File: src/core/ocd_pkg.sv
// constants and types for the oscillator configuration word decoder
// ===========================================================================
package ocd_pkg;

  // ==========================================================================
  // field positions of the oscillator selection word
  localparam int SWITCH_BIT    = 15;
  localparam int MONITOR_BIT   = 14;
  localparam int SEC_KIND_BIT  = 12;
  localparam int CLKOUT_BIT    = 10;
  localparam int PRI_MODE_LSB  = 8;
  localparam int TWO_SPEED_BIT = 7;
  localparam int SEC_EN_BIT    = 6;
  localparam int PLL_REF_BIT   = 4;
  localparam int INIT_LSB      = 0;
  localparam int SRC_W         = 3;
  localparam int MODE_W        = 2;
  // field position of the code-protect word
  localparam int PROTECT_BIT   = 31;

  // ==========================================================================
  // register map, byte offsets within the low address byte
  localparam int         OFS_W       = 8;
  localparam logic [7:0] OFS_OSC     = 8'h00;
  localparam logic [7:0] OFS_PROT    = 8'h04;
  localparam logic [7:0] OFS_CTRL    = 8'h08;
  localparam logic [7:0] OFS_STATUS  = 8'h0C;
  // control and status bit positions
  localparam int         CTRL_GO_BIT  = 8;
  localparam int         ST_LOAD_BIT  = 8;
  localparam int         ST_REFUSE_BIT = 9;
  localparam int         ST_PERMIT_BIT = 10;
  // bus answers
  localparam logic [1:0] RESP_OKAY   = 2'h0;
  localparam logic [1:0] RESP_SLVERR = 2'h2;
  localparam logic [31:0] WORD_RST   = 32'hFFFFFFFF;

  // ==========================================================================
  // oscillator modes and clock sources
  typedef enum logic [1:0] {
    PRI_EXTERNAL = 2'b00,
    PRI_MEDIUM   = 2'b01,
    PRI_FAST     = 2'b10,
    PRI_OFF      = 2'b11
  } ocd_pri_t;

  typedef enum logic [2:0] {
    SRC_FRC_DIV   = 3'b000,
    SRC_PLL       = 3'b001,
    SRC_PRIMARY   = 3'b010,
    SRC_SECONDARY = 3'b100,
    SRC_SLOW_RC   = 3'b101
  } ocd_src_t;

  // decoded configuration fields
  typedef struct packed {
    logic     switch_permit;
    logic     monitor_en;
    logic     sec_crystal;
    logic     sec_ext_clk;
    logic     clkout_drive;
    ocd_pri_t pri_mode;
    logic     two_speed;
    logic     sec_osc_en;
    logic     pll_ref_frc;
    ocd_src_t init_src;
    logic     code_protect;
  } ocd_fields_t;

  // maps a raw source code onto a served source; reserved codes fall to RC
  function automatic ocd_src_t norm_src(input logic [2:0] code);
    ocd_src_t s;
    case (code)
      3'b001:  s = SRC_PLL;
      3'b010:  s = SRC_PRIMARY;
      3'b100:  s = SRC_SECONDARY;
      3'b101:  s = SRC_SLOW_RC;
      default: s = SRC_FRC_DIV;
    endcase
    return s;
  endfunction

endpackage

File: src/core/ocd_cfg_if.sv
// interface carrying decoded configuration fields between design modules
`timescale 1ns/1ps
interface ocd_cfg_if;
  ocd_pkg::ocd_fields_t fields;
  modport dec (output fields);
  modport use_side (input fields);
endinterface

File: src/core/ocd_decode.sv
// decoder from the two raw configuration words to control fields
`timescale 1ns/1ps
module ocd_decode (
  input  wire logic [31:0] i_osc_word,   // oscillator selection word
  input  wire logic [31:0] i_prot_word,  // code-protect word
  ocd_cfg_if.dec           cfg           // decoded fields out
);

  // field decode, pure combinational
  always_comb begin
    cfg.fields.switch_permit = i_osc_word[ocd_pkg::SWITCH_BIT];
    cfg.fields.monitor_en    = i_osc_word[ocd_pkg::MONITOR_BIT];
    cfg.fields.sec_crystal   = i_osc_word[ocd_pkg::SEC_KIND_BIT];
    cfg.fields.sec_ext_clk   = ~i_osc_word[ocd_pkg::SEC_KIND_BIT];
    cfg.fields.clkout_drive  = ~i_osc_word[ocd_pkg::CLKOUT_BIT];
    cfg.fields.pri_mode      = ocd_pkg::ocd_pri_t'(
      i_osc_word[ocd_pkg::PRI_MODE_LSB +: ocd_pkg::MODE_W]);
    cfg.fields.two_speed     = i_osc_word[ocd_pkg::TWO_SPEED_BIT];
    cfg.fields.sec_osc_en    = i_osc_word[ocd_pkg::SEC_EN_BIT];
    cfg.fields.pll_ref_frc   = i_osc_word[ocd_pkg::PLL_REF_BIT];
    cfg.fields.init_src      = ocd_pkg::norm_src(
      i_osc_word[ocd_pkg::INIT_LSB +: ocd_pkg::SRC_W]);
    cfg.fields.code_protect  = ~i_prot_word[ocd_pkg::PROTECT_BIT];
  end

endmodule

File: src/core/ocd_top.sv
// oscillator configuration word latch, clock controls and register slave
`timescale 1ns/1ps
module ocd_top #(
  parameter int ADDR_W = 12                   // bus address width
) (
  input  wire logic              i_clk,           // 125 MHz clock
  input  wire logic              i_rst_n,         // async reset, low
  // configuration words from flash read-out
  input  wire logic [31:0]       i_osc_word,      // oscillator word
  input  wire logic [31:0]       i_prot_word,     // code-protect word
  input  wire logic              i_word_valid,    // words are valid
  // controls to oscillator, pll, pins and flash
  output logic                   o_cfg_loaded,    // words latched
  output logic                   o_switch_permit, // switching allowed
  output logic                   o_monitor_en,    // fail-safe monitor
  output logic                   o_sec_crystal,   // crystal owns pins
  output logic                   o_sec_ext_clk,   // external clock in
  output logic                   o_clkout_drive,  // clock onto pin
  output logic [1:0]             o_pri_mode,      // primary mode
  output logic                   o_two_speed,     // two-speed start-up
  output logic                   o_sec_osc_en,    // secondary enable
  output logic                   o_pll_ref_frc,   // pll from fast RC
  output logic [2:0]             o_osc_source,    // active source
  output logic                   o_code_protect,  // memory protected
  // axi4-lite slave
  input  wire logic [ADDR_W-1:0] i_s_axi_awaddr,  // write address
  input  wire logic              i_s_axi_awvalid, // write addr valid
  output logic                   o_s_axi_awready, // write addr ready
  input  wire logic [31:0]       i_s_axi_wdata,   // write data
  input  wire logic [3:0]        i_s_axi_wstrb,   // byte strobes
  input  wire logic              i_s_axi_wvalid,  // write data valid
  output logic                   o_s_axi_wready,  // write data ready
  output logic [1:0]             o_s_axi_bresp,   // write response
  output logic                   o_s_axi_bvalid,  // response valid
  input  wire logic              i_s_axi_bready,  // response ready
  input  wire logic [ADDR_W-1:0] i_s_axi_araddr,  // read address
  input  wire logic              i_s_axi_arvalid, // read addr valid
  output logic                   o_s_axi_arready, // read addr ready
  output logic [31:0]            o_s_axi_rdata,   // read data
  output logic [1:0]             o_s_axi_rresp,   // read response
  output logic                   o_s_axi_rvalid,  // read data valid
  input  wire logic              i_s_axi_rready   // read data ready
);

  // ==========================================================================
  // elaboration check
  generate
    if (ADDR_W <= ocd_pkg::OFS_W) begin : g_bad_addr
      $error("ocd_top: ADDR_W must exceed the offset width");
    end
  endgenerate

  // ==========================================================================
  // decode of the raw words
  ocd_cfg_if cfg_bus ();

  ocd_decode u_decode (
    .i_osc_word  (i_osc_word),
    .i_prot_word (i_prot_word),
    .cfg         (cfg_bus.dec)
  );

  // ==========================================================================
  // configuration latch state
  typedef enum logic {
    OCD_LOAD = 1'b0,
    OCD_RUN  = 1'b1
  } ocd_state_t;

  ocd_state_t           state_reg;
  ocd_state_t           state_next;
  logic [31:0]          osc_word_reg;
  logic [31:0]          osc_word_next;
  logic [31:0]          prot_word_reg;
  logic [31:0]          prot_word_next;
  ocd_pkg::ocd_fields_t fld_reg;
  ocd_pkg::ocd_fields_t fld_next;

  // capture both words exactly once after reset
  always_comb begin
    state_next     = state_reg;
    osc_word_next  = osc_word_reg;
    prot_word_next = prot_word_reg;
    fld_next       = fld_reg;
    case (state_reg)
      OCD_LOAD: begin
        if (i_word_valid) begin
          state_next     = OCD_RUN;
          osc_word_next  = i_osc_word;
          prot_word_next = i_prot_word;
          fld_next       = cfg_bus.fields;
        end
      end
      OCD_RUN:  state_next = OCD_RUN;
      default:  state_next = OCD_LOAD;
    endcase
  end

  // configuration registers
  always_ff @(posedge i_clk or negedge i_rst_n) begin
    if (!i_rst_n) begin
      state_reg     <= OCD_LOAD;
      osc_word_reg  <= ocd_pkg::WORD_RST;
      prot_word_reg <= ocd_pkg::WORD_RST;
      fld_reg       <= '{default: '0, pri_mode: ocd_pkg::PRI_OFF,
                         init_src: ocd_pkg::SRC_FRC_DIV, code_protect: 1'b1};
    end else begin
      state_reg     <= state_next;
      osc_word_reg  <= osc_word_next;
      prot_word_reg <= prot_word_next;
      fld_reg       <= fld_next;
    end
  end

  // ==========================================================================
  // bus write and read decode
  logic       wr_fire;
  logic       rd_fire;
  logic       wr_hi_ok;
  logic       rd_hi_ok;
  logic [7:0] wr_ofs;
  logic [7:0] rd_ofs;
  logic       wr_ctrl;
  logic       wr_status;
  logic       wr_go;

  assign o_s_axi_awready = i_s_axi_awvalid & i_s_axi_wvalid & ~o_s_axi_bvalid;
  assign o_s_axi_wready  = o_s_axi_awready;
  assign o_s_axi_arready = ~o_s_axi_rvalid;
  assign wr_fire   = o_s_axi_awready;
  assign rd_fire   = i_s_axi_arvalid & o_s_axi_arready;
  assign wr_ofs    = i_s_axi_awaddr[ocd_pkg::OFS_W-1:0];
  assign rd_ofs    = i_s_axi_araddr[ocd_pkg::OFS_W-1:0];
  assign wr_hi_ok  = (i_s_axi_awaddr[ADDR_W-1:ocd_pkg::OFS_W] == '0);
  assign rd_hi_ok  = (i_s_axi_araddr[ADDR_W-1:ocd_pkg::OFS_W] == '0);
  assign wr_ctrl   = wr_fire & wr_hi_ok & (wr_ofs == ocd_pkg::OFS_CTRL);
  assign wr_status = wr_fire & wr_hi_ok & (wr_ofs == ocd_pkg::OFS_STATUS);
  assign wr_go     = wr_ctrl & i_s_axi_wstrb[1]
                     & i_s_axi_wdata[ocd_pkg::CTRL_GO_BIT];

  // ==========================================================================
  // active source, requested source and refusal flag
  logic [2:0]        req_src_reg;
  logic [2:0]        req_src_next;
  ocd_pkg::ocd_src_t act_src_reg;
  ocd_pkg::ocd_src_t act_src_next;
  logic              refuse_reg;
  logic              refuse_next;
  logic [2:0]        go_src;

  // source switching, gated by the latched permission
  always_comb begin
    req_src_next = req_src_reg;
    act_src_next = act_src_reg;
    refuse_next  = refuse_reg;
    go_src       = req_src_reg;
    if (wr_ctrl && i_s_axi_wstrb[0]) begin
      req_src_next = i_s_axi_wdata[ocd_pkg::SRC_W-1:0];
      go_src       = i_s_axi_wdata[ocd_pkg::SRC_W-1:0];
    end
    // clear first so that a refusal in the same cycle wins
    if (wr_status && i_s_axi_wstrb[1]
        && i_s_axi_wdata[ocd_pkg::ST_REFUSE_BIT]) begin
      refuse_next = 1'b0;
    end
    if (state_reg == OCD_LOAD && i_word_valid) begin
      act_src_next = cfg_bus.fields.init_src;
    end else if (wr_go) begin
      if (fld_reg.switch_permit && state_reg == OCD_RUN) begin
        act_src_next = ocd_pkg::norm_src(go_src);
      end else begin
        refuse_next = 1'b1;
      end
    end
  end

  // source registers
  always_ff @(posedge i_clk or negedge i_rst_n) begin
    if (!i_rst_n) begin
      req_src_reg <= 3'h0;
      act_src_reg <= ocd_pkg::SRC_FRC_DIV;
      refuse_reg  <= 1'b0;
    end else begin
      req_src_reg <= req_src_next;
      act_src_reg <= act_src_next;
      refuse_reg  <= refuse_next;
    end
  end

  // ==========================================================================
  // bus answers
  logic        bvalid_reg;
  logic        bvalid_next;
  logic [1:0]  bresp_reg;
  logic [1:0]  bresp_next;
  logic        rvalid_reg;
  logic        rvalid_next;
  logic [1:0]  rresp_reg;
  logic [1:0]  rresp_next;
  logic [31:0] rdata_reg;
  logic [31:0] rdata_next;
  logic        wr_mapped;

  assign wr_mapped = wr_hi_ok & (wr_ofs == ocd_pkg::OFS_OSC
                     || wr_ofs == ocd_pkg::OFS_PROT
                     || wr_ofs == ocd_pkg::OFS_CTRL
                     || wr_ofs == ocd_pkg::OFS_STATUS);

  // response channels, one transfer of each kind at a time
  always_comb begin
    bvalid_next = bvalid_reg;
    bresp_next  = bresp_reg;
    rvalid_next = rvalid_reg;
    rresp_next  = rresp_reg;
    rdata_next  = rdata_reg;
    if (bvalid_reg && i_s_axi_bready) begin
      bvalid_next = 1'b0;
    end
    if (wr_fire) begin
      bvalid_next = 1'b1;
      bresp_next  = wr_mapped ? ocd_pkg::RESP_OKAY : ocd_pkg::RESP_SLVERR;
    end
    if (rvalid_reg && i_s_axi_rready) begin
      rvalid_next = 1'b0;
    end
    if (rd_fire) begin
      rvalid_next = 1'b1;
      rresp_next  = ocd_pkg::RESP_OKAY;
      rdata_next  = 32'h00000000;
      if (!rd_hi_ok) begin
        rresp_next = ocd_pkg::RESP_SLVERR;
      end else begin
        case (rd_ofs)
          ocd_pkg::OFS_OSC:  rdata_next = osc_word_reg;
          ocd_pkg::OFS_PROT: rdata_next = prot_word_reg;
          ocd_pkg::OFS_CTRL: rdata_next[ocd_pkg::SRC_W-1:0] = req_src_reg;
          ocd_pkg::OFS_STATUS: begin
            rdata_next[ocd_pkg::SRC_W-1:0]     = act_src_reg;
            rdata_next[ocd_pkg::ST_LOAD_BIT]   = (state_reg == OCD_RUN);
            rdata_next[ocd_pkg::ST_REFUSE_BIT] = refuse_reg;
            rdata_next[ocd_pkg::ST_PERMIT_BIT] = fld_reg.switch_permit;
          end
          default: rresp_next = ocd_pkg::RESP_SLVERR;
        endcase
      end
    end
  end

  // response registers
  always_ff @(posedge i_clk or negedge i_rst_n) begin
    if (!i_rst_n) begin
      bvalid_reg <= 1'b0;
      bresp_reg  <= ocd_pkg::RESP_OKAY;
      rvalid_reg <= 1'b0;
      rresp_reg  <= ocd_pkg::RESP_OKAY;
      rdata_reg  <= 32'h00000000;
    end else begin
      bvalid_reg <= bvalid_next;
      bresp_reg  <= bresp_next;
      rvalid_reg <= rvalid_next;
      rresp_reg  <= rresp_next;
      rdata_reg  <= rdata_next;
    end
  end

  // ==========================================================================
  // outputs, all straight from registers
  assign o_s_axi_bvalid  = bvalid_reg;
  assign o_s_axi_bresp   = bresp_reg;
  assign o_s_axi_rvalid  = rvalid_reg;
  assign o_s_axi_rresp   = rresp_reg;
  assign o_s_axi_rdata   = rdata_reg;
  assign o_cfg_loaded    = (state_reg == OCD_RUN);
  assign o_switch_permit = fld_reg.switch_permit;
  assign o_monitor_en    = fld_reg.monitor_en;
  assign o_sec_crystal   = fld_reg.sec_crystal;
  assign o_sec_ext_clk   = fld_reg.sec_ext_clk;
  assign o_clkout_drive  = fld_reg.clkout_drive;
  assign o_pri_mode      = fld_reg.pri_mode;
  assign o_two_speed     = fld_reg.two_speed;
  assign o_sec_osc_en    = fld_reg.sec_osc_en;
  assign o_pll_ref_frc   = fld_reg.pll_ref_frc;
  assign o_osc_source    = act_src_reg;
  assign o_code_protect  = fld_reg.code_protect;
endmodule

File: config.mk
export PLATFORM = sky130hd
export DESIGN_NAME = ocd_top
export DESIGN_NICKNAME = d
export VERILOG_FILES = /design/src/core/ocd_pkg.sv /design/src/core/ocd_cfg_if.sv /design/src/core/ocd_decode.sv /design/src/core/ocd_top.sv
export SDC_FILE = /design/constraint.sdc
export NUM_CORES = 1
export LEC_CHECK = 0
export BUFFER_PORTS_ARGS = -buffer_cell sky130_fd_sc_hd__buf_2
export CORE_MARGIN = 2
export CORE_UTILIZATION = 50
export CTS_BUF_LIST = sky130_fd_sc_hd__clkbuf_4
export CTS_CLUSTER_DIAMETER = 60
export DETAILED_ROUTE_END_ITERATION = 16
export PLACE_DENSITY = 0.93
export SLEW_MARGIN = 20
export SYNTH_ARGS = -nofsm -noshare
export SYNTH_HDL_FRONTEND = slang
export SYNTH_SLANG_ARGS = --single-unit
File: constraint.sdc
create_clock -name i_clk -period 2.1 [get_ports i_clk]
set_clock_uncertainty 0.15 [all_clocks]
set_input_delay 0.21 -clock i_clk [delete_from_list [all_inputs] [get_ports i_clk]]
set_output_delay 0.21 -clock i_clk [all_outputs]
set_load 0.05 [all_outputs]
# Yosys cells after proc, flatten, opt, wreduce, memory -nomap -nowiden
# Index checks and enable logic that the tools add are counted.
# Widths: inputs -> output; s select.
[classes]
bitwise = 15
n_mux = 24
reduce_logical = 21
eq_ne = 14
[ops]
columns = ["operator", "n"]
rows = [
  ["$pmux 21 s2", 1],
  ["$pmux 3 s4", 3],
  ["$eq 8x4->1 const B", 4],
  ["$mux 32", 1],
  ["$eq 8x3->1 const B", 2],
  ["$logic_not 8->1", 2],
  ["$eq 3x3->1 const B", 4],
  ["$mux 3", 4],
  ["$pmux 5 s2", 1],
  ["$and 1x1->1", 9],
  ["$mux 1", 9],
  ["$pmux 3 s3", 1],
  ["$logic_not 4->1", 2],
  ["$reduce_bool 2->1", 4],
  ["$logic_and 1x1->1", 7],
  ["$eq 3x1->1 const B", 2],
  ["$eq 3x2->1 const B", 2],
  ["$mux 2", 3],
  ["$not 1->1", 6],
  ["$reduce_and 2->1", 2],
  ["$reduce_or 4->1", 1],
  ["$logic_or 1x1->1", 3],
  ["$pmux 1 s2", 1],
]
[totals]
regBits = 121
in_bits = 132

# Depth between registers and ports, before layout
# Gate-level depths: netlist of the first run.
[depth]
word_depth = 11
mapped_depth = 6
depth_no_buf = 5

# Cells and area by module
# From an unflattened synthesis of the first run, not the netlist that was laid out.
[hier_totals]
hier_cells = 550
hier_area_um2 = 5300.1
[modules_own_cells]
columns = ["module", "cells_each", "area_per_inst_um2", "instances"]
rows = [
  ["ocd_top", 536, 5198.7, 1],
  ["ocd_decode", 14, 101.3, 1],
]

# Worst setup path after synthesis of the first run
# Ideal clock, no wire load.
[synth_path]
path_kind = "register to register"
from = "register bvalid_reg (netlist: o_s_axi_bvalid)"
to = "register req_src_reg[0]"
arrival_ns = 2.130
setup_ns = 0.128
stages_incl_launch_ff = 5
required_time_ns = 1.822
setup_slack_ns = -0.307
synth_period_minus_slack_ns = 2.407
cell_sequence = "dfrtp_1 and3b_1 nand4_1 nor2_1 mux2_1"
[synth_via]
elab_chain_cells = 6
[synth_rtl]
columns = ["element", "line", "source"]
rows = [
  ["start: declaration", "ocd_top.sv:192", "logic bvalid_reg;"],
  ["start signal: assignment", "ocd_top.sv:258", "bvalid_reg <= bvalid_next;"],
  ["$not 1->1", "ocd_top.sv:127", "assign o_s_axi_awready = i_s_axi_awvalid & i_s_axi_wvalid & ~o_s_axi_bvalid;"],
  ["$and 1x1->1", "ocd_top.sv:127", ""],
  ["named net o_s_axi_awready", "ocd_top.sv:28", "output logic o_s_axi_awready,"],
  ["$and 1x1->1 (2 in a row)", "ocd_top.sv:136", "assign wr_ctrl = wr_fire & wr_hi_ok & (wr_ofs == ocd_pkg::OFS_CTRL);"],
  ["$logic_and 1x1->1", "ocd_top.sv:157", "if (wr_ctrl && i_s_axi_wstrb[0]) begin"],
  ["$mux 3", "-", ""],
  ["named net go_src[0]", "ocd_top.sv:149", "logic [2:0] go_src;"],
  ["end signal: assignment", "ocd_top.sv:184", "req_src_reg <= req_src_next;"],
  ["end: declaration", "ocd_top.sv:143", "logic [2:0] req_src_reg;"],
]
# The timed path passes the listed nets, and every way through them passes these cells.
# A chain may end at the register's enable or synchronous reset.

# Final worst setup path of the first run
[layout_path]
from = "register bvalid_reg (netlist: o_s_axi_bvalid)"
to = "register act_src_reg[0] (netlist: o_osc_source[0])"
[layout_via]
elab_chain_cells = 11
word_cells_on_any_way = 18
classes_between = "4 x eq/ne; 5 x mux; 6 x bitwise; 3 x reduce/logical"
[layout_rtl]
columns = ["element", "line", "source"]
rows = [
  ["$not 1->1 *", "ocd_top.sv:127", ""],
  ["$and 1x1->1 *", "ocd_top.sv:127", ""],
  ["$and 1x1->1 * (2 in a row)", "ocd_top.sv:136", ""],
  ["$logic_and 1x1->1", "ocd_top.sv:157", ""],
  ["$mux 3", "-", ""],
  ["$eq 3x3->1 (tied with other cells)", "ocd_pkg.sv:73", "case (code)"],
  ["$pmux 3 s4", "ocd_pkg.sv:73", ""],
  ["$mux 3", "ocd_top.sv:169", "if (fld_reg.switch_permit && state_reg == OCD_RUN) begin"],
  ["$mux 3", "ocd_top.sv:168", "end else if (wr_go) begin"],
  ["$mux 3", "ocd_top.sv:166", "if (state_reg == OCD_LOAD && i_word_valid) begin"],
  ["end signal: assignment", "ocd_top.sv:181", "act_src_reg <= ocd_pkg::SRC_FRC_DIV;"],
  ["end signal: assignment", "ocd_top.sv:185", "act_src_reg <= act_src_next;"],
  ["end: declaration", "ocd_top.sv:145", "ocd_pkg::ocd_src_t act_src_reg;"],
]
# Every way passes the cells marked *; elsewhere a longest branch is shown, timed or not. The select of a mux whose other input is x is not followed.

==> reports/results.txt, run 1 <==
P per Cell Area: 715.1 nW/um^2
Period utilisation layout: 94.95%
Row count: 36
Leak Pwr: 3.463 nW
Total track usage: 27.57%
Placed cell count: 796
Fill count: 690
Via density: 5.205
Final Hold Fails: 0
Core box area: 9729 sq um
First-pass DRT Iterations: 5
Max-slew violation count: 0
CP Launch Type: flop
Initial DRC count: 340
Worst min path class: in -> reg
Library cells used by synthesis: 41
EDFF count, synth: 0
Bufs on Longest Clock Path: 2
Outcome: finished clean
Final ANT Viol Nets: 0
WP data required: 2.32 ns
Port-buffer cells: 156
Dpl hpwl: 8255 um
Initial cell density of the core: 51.11%
Seq/Total Area, Yosys: 60.52%
Critical Path Fanout Max: 5
Clk_lat worst skew: 0.50 ns
Relative slew slack: 52.03%
Global route overflow: 0
Crit path time final: 1.994 ns
Post-CTS Setup Bufs: 0
Clk root buf: clkbuf_4
Area Growth Syn to Fin: 41.34%
Vias in the first global route: 4921
Internal: 3.644 mW
I/O pins: 188
Met2 WL: 7302 um
Yosys top cell by area: dfstp_2
First-pass GRT wire length: 23560 um
Final-stage net count: 897
Met1 wire length: 5448 um
Finished Cell Area: 7028 sq um
Area contributors post-synth: dfstp_2 (34%), dfrtp_1 (26%), nand2_1 (18%)
Number of remaining DRC errors: 0
CTS Buf Count: 17
Syn. warnings: 0
Top sig layer: met4
Flop pwr share: 52.6%
Mean Syn Cell Area: 9.435 sq um
Post-route insts no fill: 913
Maximum vdd drop: 0.0004353 V
Async SR Flop Fraction: 100.0%
Max H-tree Level: 4
Clk pin slew, worst setup/hold paths: 0.11 ns
Placed inst area: 5894 sq um
Final setup margin: 0.1061 ns
Logic pwr share: 14.5%
RSZ-0062 raised after global routing: false
Initial antenna violation count: 2
Largest net degree at the start of global routing: 70
Number of setup violations in the final report: 0
Post-synthesis cell count: 527
Max-cap violation count: 0
Routed len/inst: 15.72 um
Die Footprint: 10760 sq um
Place WS: 0.1893 ns
Net switching power: 1.381 mW
F_max: 0.5015 GHz
Die width: 103.7 um
Yosys top cell area share: 34.35%
Critical Path End Type: flop
CP Data Arrival Time: 2.21 ns
Share of cells above drive strength 1: 35.73%
Slew @ Worst Pin: 0.7195 ns
Synth Flop Type: dfstp_2
DRT Wirelength: 14350 um
Register bit total from synthesis: 117
Switching fraction of total power: 27.49%
Synthesized area: 4972 sq um
DR vias: 4752
Clock Sinks: 117
GP Congestion: 0.8598
Setup TNS Final: 0 ns
Die Y: 103.7 um
DR WL met3: 895 um
Power share of the clock group: 32.9%
Crit Path Class: reg -> reg
CTS tree: built
Final core area utilization: 72.24%
## worst paths after layout
check / startpoint / endpoint / slack [ns] / cells past startpoint
min reg2reg: prot_word_reg[8] / prot_word_reg[8] / 0.31 / 2
max reg2reg: o_s_axi_bvalid / o_osc_source[0] / 0.11 / 5
max in group asynchronous: i_rst_n / o_s_axi_bvalid / 0.92 / 3
min: i_s_axi_araddr[5] / o_s_axi_rresp[1] / 0.04 / 5
min in group asynchronous: i_rst_n / prot_word_reg[10] / 0.15 / 2
max: o_s_axi_bvalid / o_osc_source[0] / 0.11 / 5
## cell usage in the layout, fill, tap and decap left out, drive strengths merged
| master | instances |
|---|---|
| nand2 | 243 |
| buf | 168 |
| dlygate4sd3 | 83 |
| dfstp | 65 |
| dfrtp | 52 |
| o21ai | 43 |
| a22oi | 26 |
| clkbuf | 17 |
| nor2 | 10 |
| clkinv | 9 |
| mux2i | 6 |
| nand3b | 5 |
| nor4 | 5 |
| mux2 | 5 |
| a21oi | 4 |
| nand3 | 3 |
| a31oi | 3 |
| clkinvlp | 3 |
| bufinv | 3 |
| inv | 3 |
| nand2b | 3 |
| diode | 2 |
| nand4 | 2 |
| nor3 | 2 |
| a222oi | 2 |
| o21a | 2 |
| conb | 2 |
| or2 | 2 |
| and3b | 1 |
| nand4b | 1 |
| o31ai | 1 |
| nor3b | 1 |
| nor2b | 1 |
| a21o | 1 |
| a2111oi | 1 |
## per-stage QoR
step           power, mW  hold slack, ns
4_1_cts            5.040        0.007500
5_1_grt            5.263         0.01900
6_report           5.025         0.04238
3_5_place_dp       3.266        -0.07659
3_3_place_gp       3.234        -0.08327
2_1_floorplan      3.008         -0.2356
## worst max-delay path: stages (launching register included)
cell and delay (ns):
dfrtp_2 0.42, and3b_4 0.32, nand4_1 0.29, nor3_4 0.39
mux2i_1 0.23, o21ai_1 0.08
## kinds of logic after synthesis
family,synth area share [%]
AO/OA/AOI/OAI,10.32
multiplexers,2.340
other,0.07542
AND/OR/NAND/NOR,23.23
buffers and inverters,3.523
flip-flops,60.52
## routing by layer
layer / GRT usage (%) / vias to the layer above
li1: - / 2216
met1: 31.21 / 2219
met2: 48.25 / 244
met3: 6.671 / 73
met4: 14.58 / 0
met5: 0 / -
## Yosys cell counts (2+ instances only)
cell,number
a21oi_1,4
a222oi_1,2
a22oi_1,25
a31oi_1,3
buf_2,5
buf_4,5
buf_6,2
clkbuf_1,20
dfrtp_1,52
dfstp_2,65
inv_1,2
mux2_1,4
mux2i_1,6
nand2_1,242
nand2b_1,3
nand3_1,3
nand3b_1,5
nand4_1,2
nor2_1,10
nor4_1,4
o21a_1,2
o21ai_0,2
o21ai_1,41
## what timing repair did
action / CTS / global route
hold buffers: 83 / 0
endpoints found under the setup margin: 0 / 1
gates resized for setup: 0 / 1
hold endpoints to repair: 179 / 0
## layout make-up
cell class | instances | area, sq um | area share, %
Sequential cell | 117 | 3010 | 42.83
Multi-Input combinational cell | 375 | 1814 | 25.81
Timing Repair Buffer | 251 | 1729 | 24.60
Tap cell | 133 | 166.4 | 2.368
Clock inverter | 15 | 163.9 | 2.332
Clock buffer | 17 | 127.6 | 1.816
Inverter | 3 | 11.26 | 0.1602
Antenna cell | 2 | 5.005 | 0.07121
## power by group through the flow
stage,registers (mW),logic [mW],clock network [mW]
after detailed placement,2.67,0.593,0
final,2.64,0.727,1.66
after global routing,2.66,0.796,1.80
after floorplan,2.75,0.254,0
after global placement,2.66,0.573,0
after CTS,2.64,0.716,1.69
No activity file was read; power rests on OpenSTA's default activity.
==> run 2, diff against run 1 <==
- ABC_AREA: default -> 1
==> reports/results.txt, run 2 <==
Outcome: finished, violations left
Failing checks: negative setup slack
Initial cell density of the core: 51.76% (+0.66 points)
P per Cell Area: 723.4 nW/um^2 (+1.2%)
Final ANT Viol Nets: 0 (unchanged)
Switching fraction of total power: 27.89% (+0.40 points)
Die Footprint: 11040 sq um (+2.6%)
DRT Wirelength: 15710 um (+9.5%)
Synth Flop Type: dfstp_2
Crit path time final: 2.109 ns (+0.1151 ns)
First-pass DRT Iterations: 5 (unchanged)
Mean Syn Cell Area: 8.743 sq um (-7.3%)
Worst min path class: in -> reg
Power share of the clock group: 35.6% (+2.7 points)
Logic pwr share: 14.4% (about the same)
Core box area: 9864 sq um (+1.4%)
Top post-synthesis cells by count: nand2_1 (278), dfstp_2 (65), dfrtp_1 (52)
Slew @ Worst Pin: 0.6989 ns (-0.02066 ns)
DR vias: 5144 (+8.2%)
Async SR Flop Fraction: 100.0% (unchanged)
Commonest non-fill, non-tap cell in the layout: nand2_1
CTS Buf Count: 17 (unchanged)
CTS tree: built
Share of cells above drive strength 1: 34.12% (-1.6 points)
Die Y: 105.1 um (+1.3%)
Seq/Total Area, Yosys: 58.93% (-1.6 points)
Largest net degree at the start of global routing: 82 (+17%)
CP peak stage delay: 0.61 ns (+0.19 ns)
Number of remaining DRC errors: 0 (unchanged)
Most frequent cells in the layout: nand2_1 (276), buf_2 (155), dlygate4sd3_1 (89), dfstp_2 (65), dfrtp_1 (52)
Leak Pwr: 3.801 nW (+9.7%)
Register bit total from synthesis: 117 (unchanged)
Final setup margin: -0.009005 ns (-0.1151 ns)
Routed len/inst: 16.00 um (+1.8%)
Syn. warnings: 0 (unchanged)
Internal: 3.817 mW (+4.7%)
GP Congestion: 0.8049 (-6.4%)
Maximum vdd drop: 0.0003953 V (-9.2%)
Initial antenna violation count: 2 (unchanged)
I/O pins: 188 (unchanged)
Final Hold Fails: 0 (unchanged)
Flop pwr share: 50.0% (-2.6 points)
Max-slew violation count: 0 (unchanged)
Clk pin slew, worst setup/hold paths: 0.12 ns (about the same)
Final core area utilization: 74.16% (+1.9 points)
FF-to-FF path depth: 8 (+3)
Initial DRC count: 327 (-3.8%)
Row count: 36 (unchanged)
Max-cap violation count: 0 (unchanged)
Relative slew slack: 53.30% (+1.3 points)
Area Growth Syn to Fin: 43.27%
Critical Path Fanout Max: 6 (+1)
Synthesized area: 5106 sq um (+2.7%)
Clock Sinks: 117 (unchanged)
Net switching power: 1.476 mW (+6.8%)
First-pass GRT wire length: 25070 um (+6.4%)
WP data required: 2.40 ns (+0.08 ns)
Place WS: 0.3822 ns (+0.1929 ns)
Post-synthesis cell count: 584 (+11%)
CP Data Arrival Time: 2.41 ns (+0.20 ns)
RSZ-0062 raised after global routing: true
Most repeated library cell on the critical path: dlygate4sd3_1
Slowest CP cell: dlygate4sd3_1
Crit Path Class: in -> reg
Total track usage: 29.07% (+1.5 points)
Clk_lat worst skew: 0.51 ns (about the same)
F_max: 0.4742 GHz (-5.5%)
Critical Path End Type: flop
Dpl hpwl: 8709 um (+5.5%)
Count leader, synth: nand2_1
Max H-tree Level: 4 (unchanged)
Port-buffer cells: 156 (unchanged)
Critical path cell sequence: dlygate4sd3_1 -> buf_2 -> nor2_1 -> nand2_1 -> nor2_4 -> nand4_1 -> dlygate4sd3_1 -> nand2_2 -> nand3_1 -> a21oi_2
Number of setup violations in the final report: 2 (+2)
Global route overflow: 0 (unchanged)
Yosys top cell area share: 33.45% (-0.90 points)
Via density: 5.238 (+0.64%)
Library cells used by synthesis: 30 (-27%)
Yosys top cell by area: dfstp_2
Bufs on Longest Clock Path: 2 (unchanged)
Die width: 105.1 um (+1.3%)
EDFF count, synth: 0 (unchanged)
Vias in the first global route: 5241 (+6.5%)
Final-stage net count: 966 (+7.7%)
Hold Crit Depth: 5 (unchanged)
Period utilisation layout: 100.4% (+5.5 points)
CP Launch Type: primary input
Clk root buf: clkbuf_4
Area contributors post-synth: dfstp_2 (33%), dfrtp_1 (25%), nand2_1 (20%)
Setup TNS Final: -0.01476 ns (-0.01476 ns)
-- run 2: cell types whose count changed after synthesis, sizes merged, moves of 6 or more --
| cell | change |
|---|---|
| a22o | +26 |
| a22oi | -26 |
| inv | +35 |
| mux2i | -6 |
| nand2 | +36 |
| nand3 | +10 |
| nand4 | +6 |
| nor2 | +13 |
| o21ai | -13 |
-- run 2: cell families (layout without fill, tap and decap cells) --
kind of cell    after synthesis  after routing  share of synthesized area [%]
flops                       117            117                          58.93
simple gates                329            329                          26.10
other cells                   1              4                        0.07344
compound gates               69             69                          9.017
buf+inv                      68            330                          5.881
-- run 2: critical path: cells and delay by family --
kind,cells,cell delay [ns]
buf+inv,3,1.29
simple gates,6,0.74
compound gates,1,0.16
-- run 2: stage by stage --
stage               power (mW)  area [sq um]  std cells  hold slack, ns
floorplan                3.026          5110        585         -0.2356
global placement         3.266          6042        855         -0.1194
detailed placement       3.295          6042        855         -0.1170
CTS                      5.280          7292        978         0.03514
global route             5.539          7316        982         0.02340
finish                   5.293          7316        982         0.05725
-- run 2: worst paths after layout --
check / end / slack [ns] / startpoint
worst max-delay path: o_osc_source[2] / -0.009 / i_s_axi_awaddr[0]
worst min-delay path: req_src_reg[0] / 0.06 / i_s_axi_awvalid
worst max register to register: o_osc_source[2] / 0 / o_s_axi_bvalid
worst min register to register: osc_word_reg[18] / 0.32 / osc_word_reg[18]
max in group asynchronous: req_src_reg[1] / 1.12 / i_rst_n
min in group asynchronous: o_osc_source[1] / 0.09 / i_rst_n
-- run 2: metal layers --
metal	share of wire [%]	up-vias	GRT usage (%)
met2	49	304	48.38
met3	7.3	86	6.987
li1	-	2363	-
met4	5.7	0	17.05
met5	0	-	0
met1	38	2391	34.20
-- run 2: what timing repair did --
action	CTS	global route
endpoints found under the setup margin	0	4
endpoints found under the hold margin	202	0
buffers inserted	0	4
resized for setup	0	3
hold buffers	91	0
-- run 2: power by group through the flow --
stage                     logic, mW  clock network [mW]  registers (mW)
final                         0.762                1.88            2.65
after global routing          0.830                2.04            2.67
after CTS                     0.741                1.90            2.64
after detailed placement      0.618                   0            2.68
after global placement        0.599                   0            2.67
after floorplan               0.248                   0            2.78
-- run 2: cell type report --
type / instances / area (sq um)
sequential: 117 / 3009
timing repair buffer: 260 / 1837
fill: 659 / 2549
tap: 133 / 166.4
inverter: 38 / 145.1
clock buffer: 18 / 135.1
antenna: 2 / 5.005
multi-input combinational: 400 / 1814
clock inverter: 14 / 203.9
==> run 3, diff against run 2 <==
- CTS_BUF_LIST: sky130_fd_sc_hd__clkbuf_4 -> sky130_fd_sc_hd__clkbuf_8
==> reports/results.txt, run 3 (synthesized netlist as in run 2, its figures left out) <==
Most repeated library cell on the critical path: dlygate4sd3_1
Vias in the first global route: 5104 (-2.6%)
Dpl hpwl: 8709 um (unchanged)
Initial DRC count: 288 (-12%)
P per Cell Area: 775.1 nW/um^2 (+7.1%)
Leak Pwr: 3.796 nW (-0.14%)
F_max: 0.4812 GHz (+1.5%)
Routed len/inst: 15.34 um (-4.1%)
CP peak stage delay: 0.60 ns (about the same)
WP data required: 2.30 ns (-0.10 ns)
CTS tree: built
CTS Buf Count: 17 (unchanged)
Max H-tree Level: 4 (unchanged)
Clk root buf: clkbuf_8
Commonest non-fill, non-tap cell in the layout: nand2_1
Clk_lat worst skew: 0.42 ns (-0.09 ns)
Total track usage: 27.49% (-1.6 points)
Worst min path class: in -> reg
Most frequent cells in the layout: nand2_1 (277), buf_2 (155), dlygate4sd3_1 (76), dfstp_2 (65), dfrtp_1 (52)
Critical path cell sequence: dlygate4sd3_1 -> buf_2 -> nor2_1 -> nand2_1 -> nor2_4 -> buf_4 -> nand3_1 -> o31ai_1 -> dlygate4sd3_1
Global route overflow: 0 (unchanged)
Placed inst area: 6042 sq um (unchanged)
Worst Hold Launch: i_s_axi_wstrb[0]
Final Power: 5.638 mW (+6.5%)
Crit path time final: 2.078 ns (-0.03100 ns)
Slowest CP cell: dlygate4sd3_1
Worst r2r src: o_s_axi_bvalid
Die Y: 105.1 um (unchanged)
DR vias: 4927 (-4.2%)
DRT Wirelength: 14820 um (-5.7%)
Port-buffer cells: 156 (unchanged)
Final ANT Viol Nets: 0 (unchanged)
First-pass GRT wire length: 23960 um (-4.4%)
Initial antenna violation count: 0 (-2)
Relative slew slack: 54.24% (+0.95 points)
Bufs on Longest Clock Path: 2 (unchanged)
Area Growth Syn to Fin: 42.44%
Max-slew violation count: 0 (unchanged)
Initial cell density of the core: 51.76% (unchanged)
Inserted Diodes: 0 (-2)
Finished Cell Area: 7273 sq um (-0.58%)
First-pass DRT Iterations: 5 (unchanged)
Final-stage net count: 952 (-1.4%)
Maximum vdd drop: 0.0004922 V (+25%)
I/O pins: 188 (unchanged)
Final Hold Fails: 0 (unchanged)
CP Launch Type: primary input
Core box area: 9864 sq um (unchanged)
Max-cap violation count: 0 (unchanged)
GP Congestion: 0.8049 (unchanged)
Largest net degree at the start of global routing: 82 (unchanged)
Number of remaining DRC errors: 0 (unchanged)
Critical Path Fanout Max: 4 (-2)
Outcome: finished clean
Clk pin slew, worst setup/hold paths: 0.07 ns (-0.05 ns)
Critical Path End Type: flop
Clock Sinks: 117 (unchanged)
Crit Path Class: in -> reg
Worst Setup SP: i_s_axi_awaddr[2]
Via density: 5.100 (-2.6%)
Row count: 36 (unchanged)
Slew @ Worst Pin: 0.6847 ns (-0.01415 ns)
Period utilisation layout: 98.95% (-1.5 points)
Share of cells above drive strength 1: 34.33% (+0.21 points)
CP Data Arrival Time: 2.27 ns (-0.14 ns)
Number of setup violations in the final report: 0 (-2)
Die width: 105.1 um (unchanged)
Die Footprint: 11040 sq um (unchanged)
run 3: cell types whose count changed in the layout (fill, tap and decap cells not counted):
cell | previous run | this run
diode_2 | 2 | 0
dlygate4sd3_1 | 89 | 76
nand2_1 | 276 | 277
inv_1 | 31 | 32
clkbuf_8 | 0 | 17
nand2_2 | 3 | 2
buf_4 | 12 | 11
clkbuf_4 | 18 | 0
run 3: final cells by class:
| cell class | instances | area, sq um |
|---|---|---|
| flip-flops and latches | 117 | 3009 |
| clock inverters | 15 | 207.7 |
| multi-input cells | 400 | 1812 |
| clock buffers | 17 | 234.0 |
| fillers | 679 | 2591 |
| inverters | 38 | 145.1 |
| repair buffers | 246 | 1699 |
| well taps | 133 | 166.4 |
run 3: path summary, 6_finish.rpt:
check                                        end  slack (ns)  cells after the start
worst max-delay path                  refuse_reg        0.02                      9
worst min-delay path              req_src_reg[2]        0.02                      3
worst max register to register        refuse_reg        0.07                      7
worst min register to register  osc_word_reg[18]        0.31                      2
max in group asynchronous         req_src_reg[1]        1.01                      3
min in group asynchronous        o_osc_source[1]        0.19                      3
run 3: through the flow:
stage          setup TNS, ns  setup WS, ns  hold slack, ns  util (%)  instances
3_5_place_dp               0        0.3822         -0.1170     61.25        855
3_3_place_gp               0        0.4416         -0.1194     61.25        855
6_report                   0       0.02200         0.01785     73.73        966
2_1_floorplan              0        0.1591         -0.2356         -        585
4_1_cts                    0       0.09685        0.001096     73.64        965
5_1_grt             -0.03538      -0.03538        0.009611     73.73        966
run 3: critical path: cells and delay by family:
kind | cells | cell delay, ns
AOI/OAI and AO/OA | 1 | 0.24
and+or+nand+nor | 4 | 0.41
buffers and inverters | 4 | 1.41
run 3: power by group:
| part | switching [mW] | internal (mW) |
|---|---|---|
| registers | 0.0993 | 2.55 |
| logic | 0.453 | 0.288 |
| clock network | 0.947 | 1.30 |
run 3: per-layer routing:
metal  track usage, %  share of wire [%]
met5                0                  0
met4            13.14                3.4
met3            5.614                5.9
met2            47.77                 51
met1            32.50                 40
run 3: what timing repair did:
| action | CTS | global route |
|---|---|---|
| hold buffers | 78 | 0 |
| hold endpoints to repair | 161 | 0 |
| setup buffers | 0 | 3 |
| setup endpoints to repair | 0 | 4 |
| resized for setup | 0 | 2 |
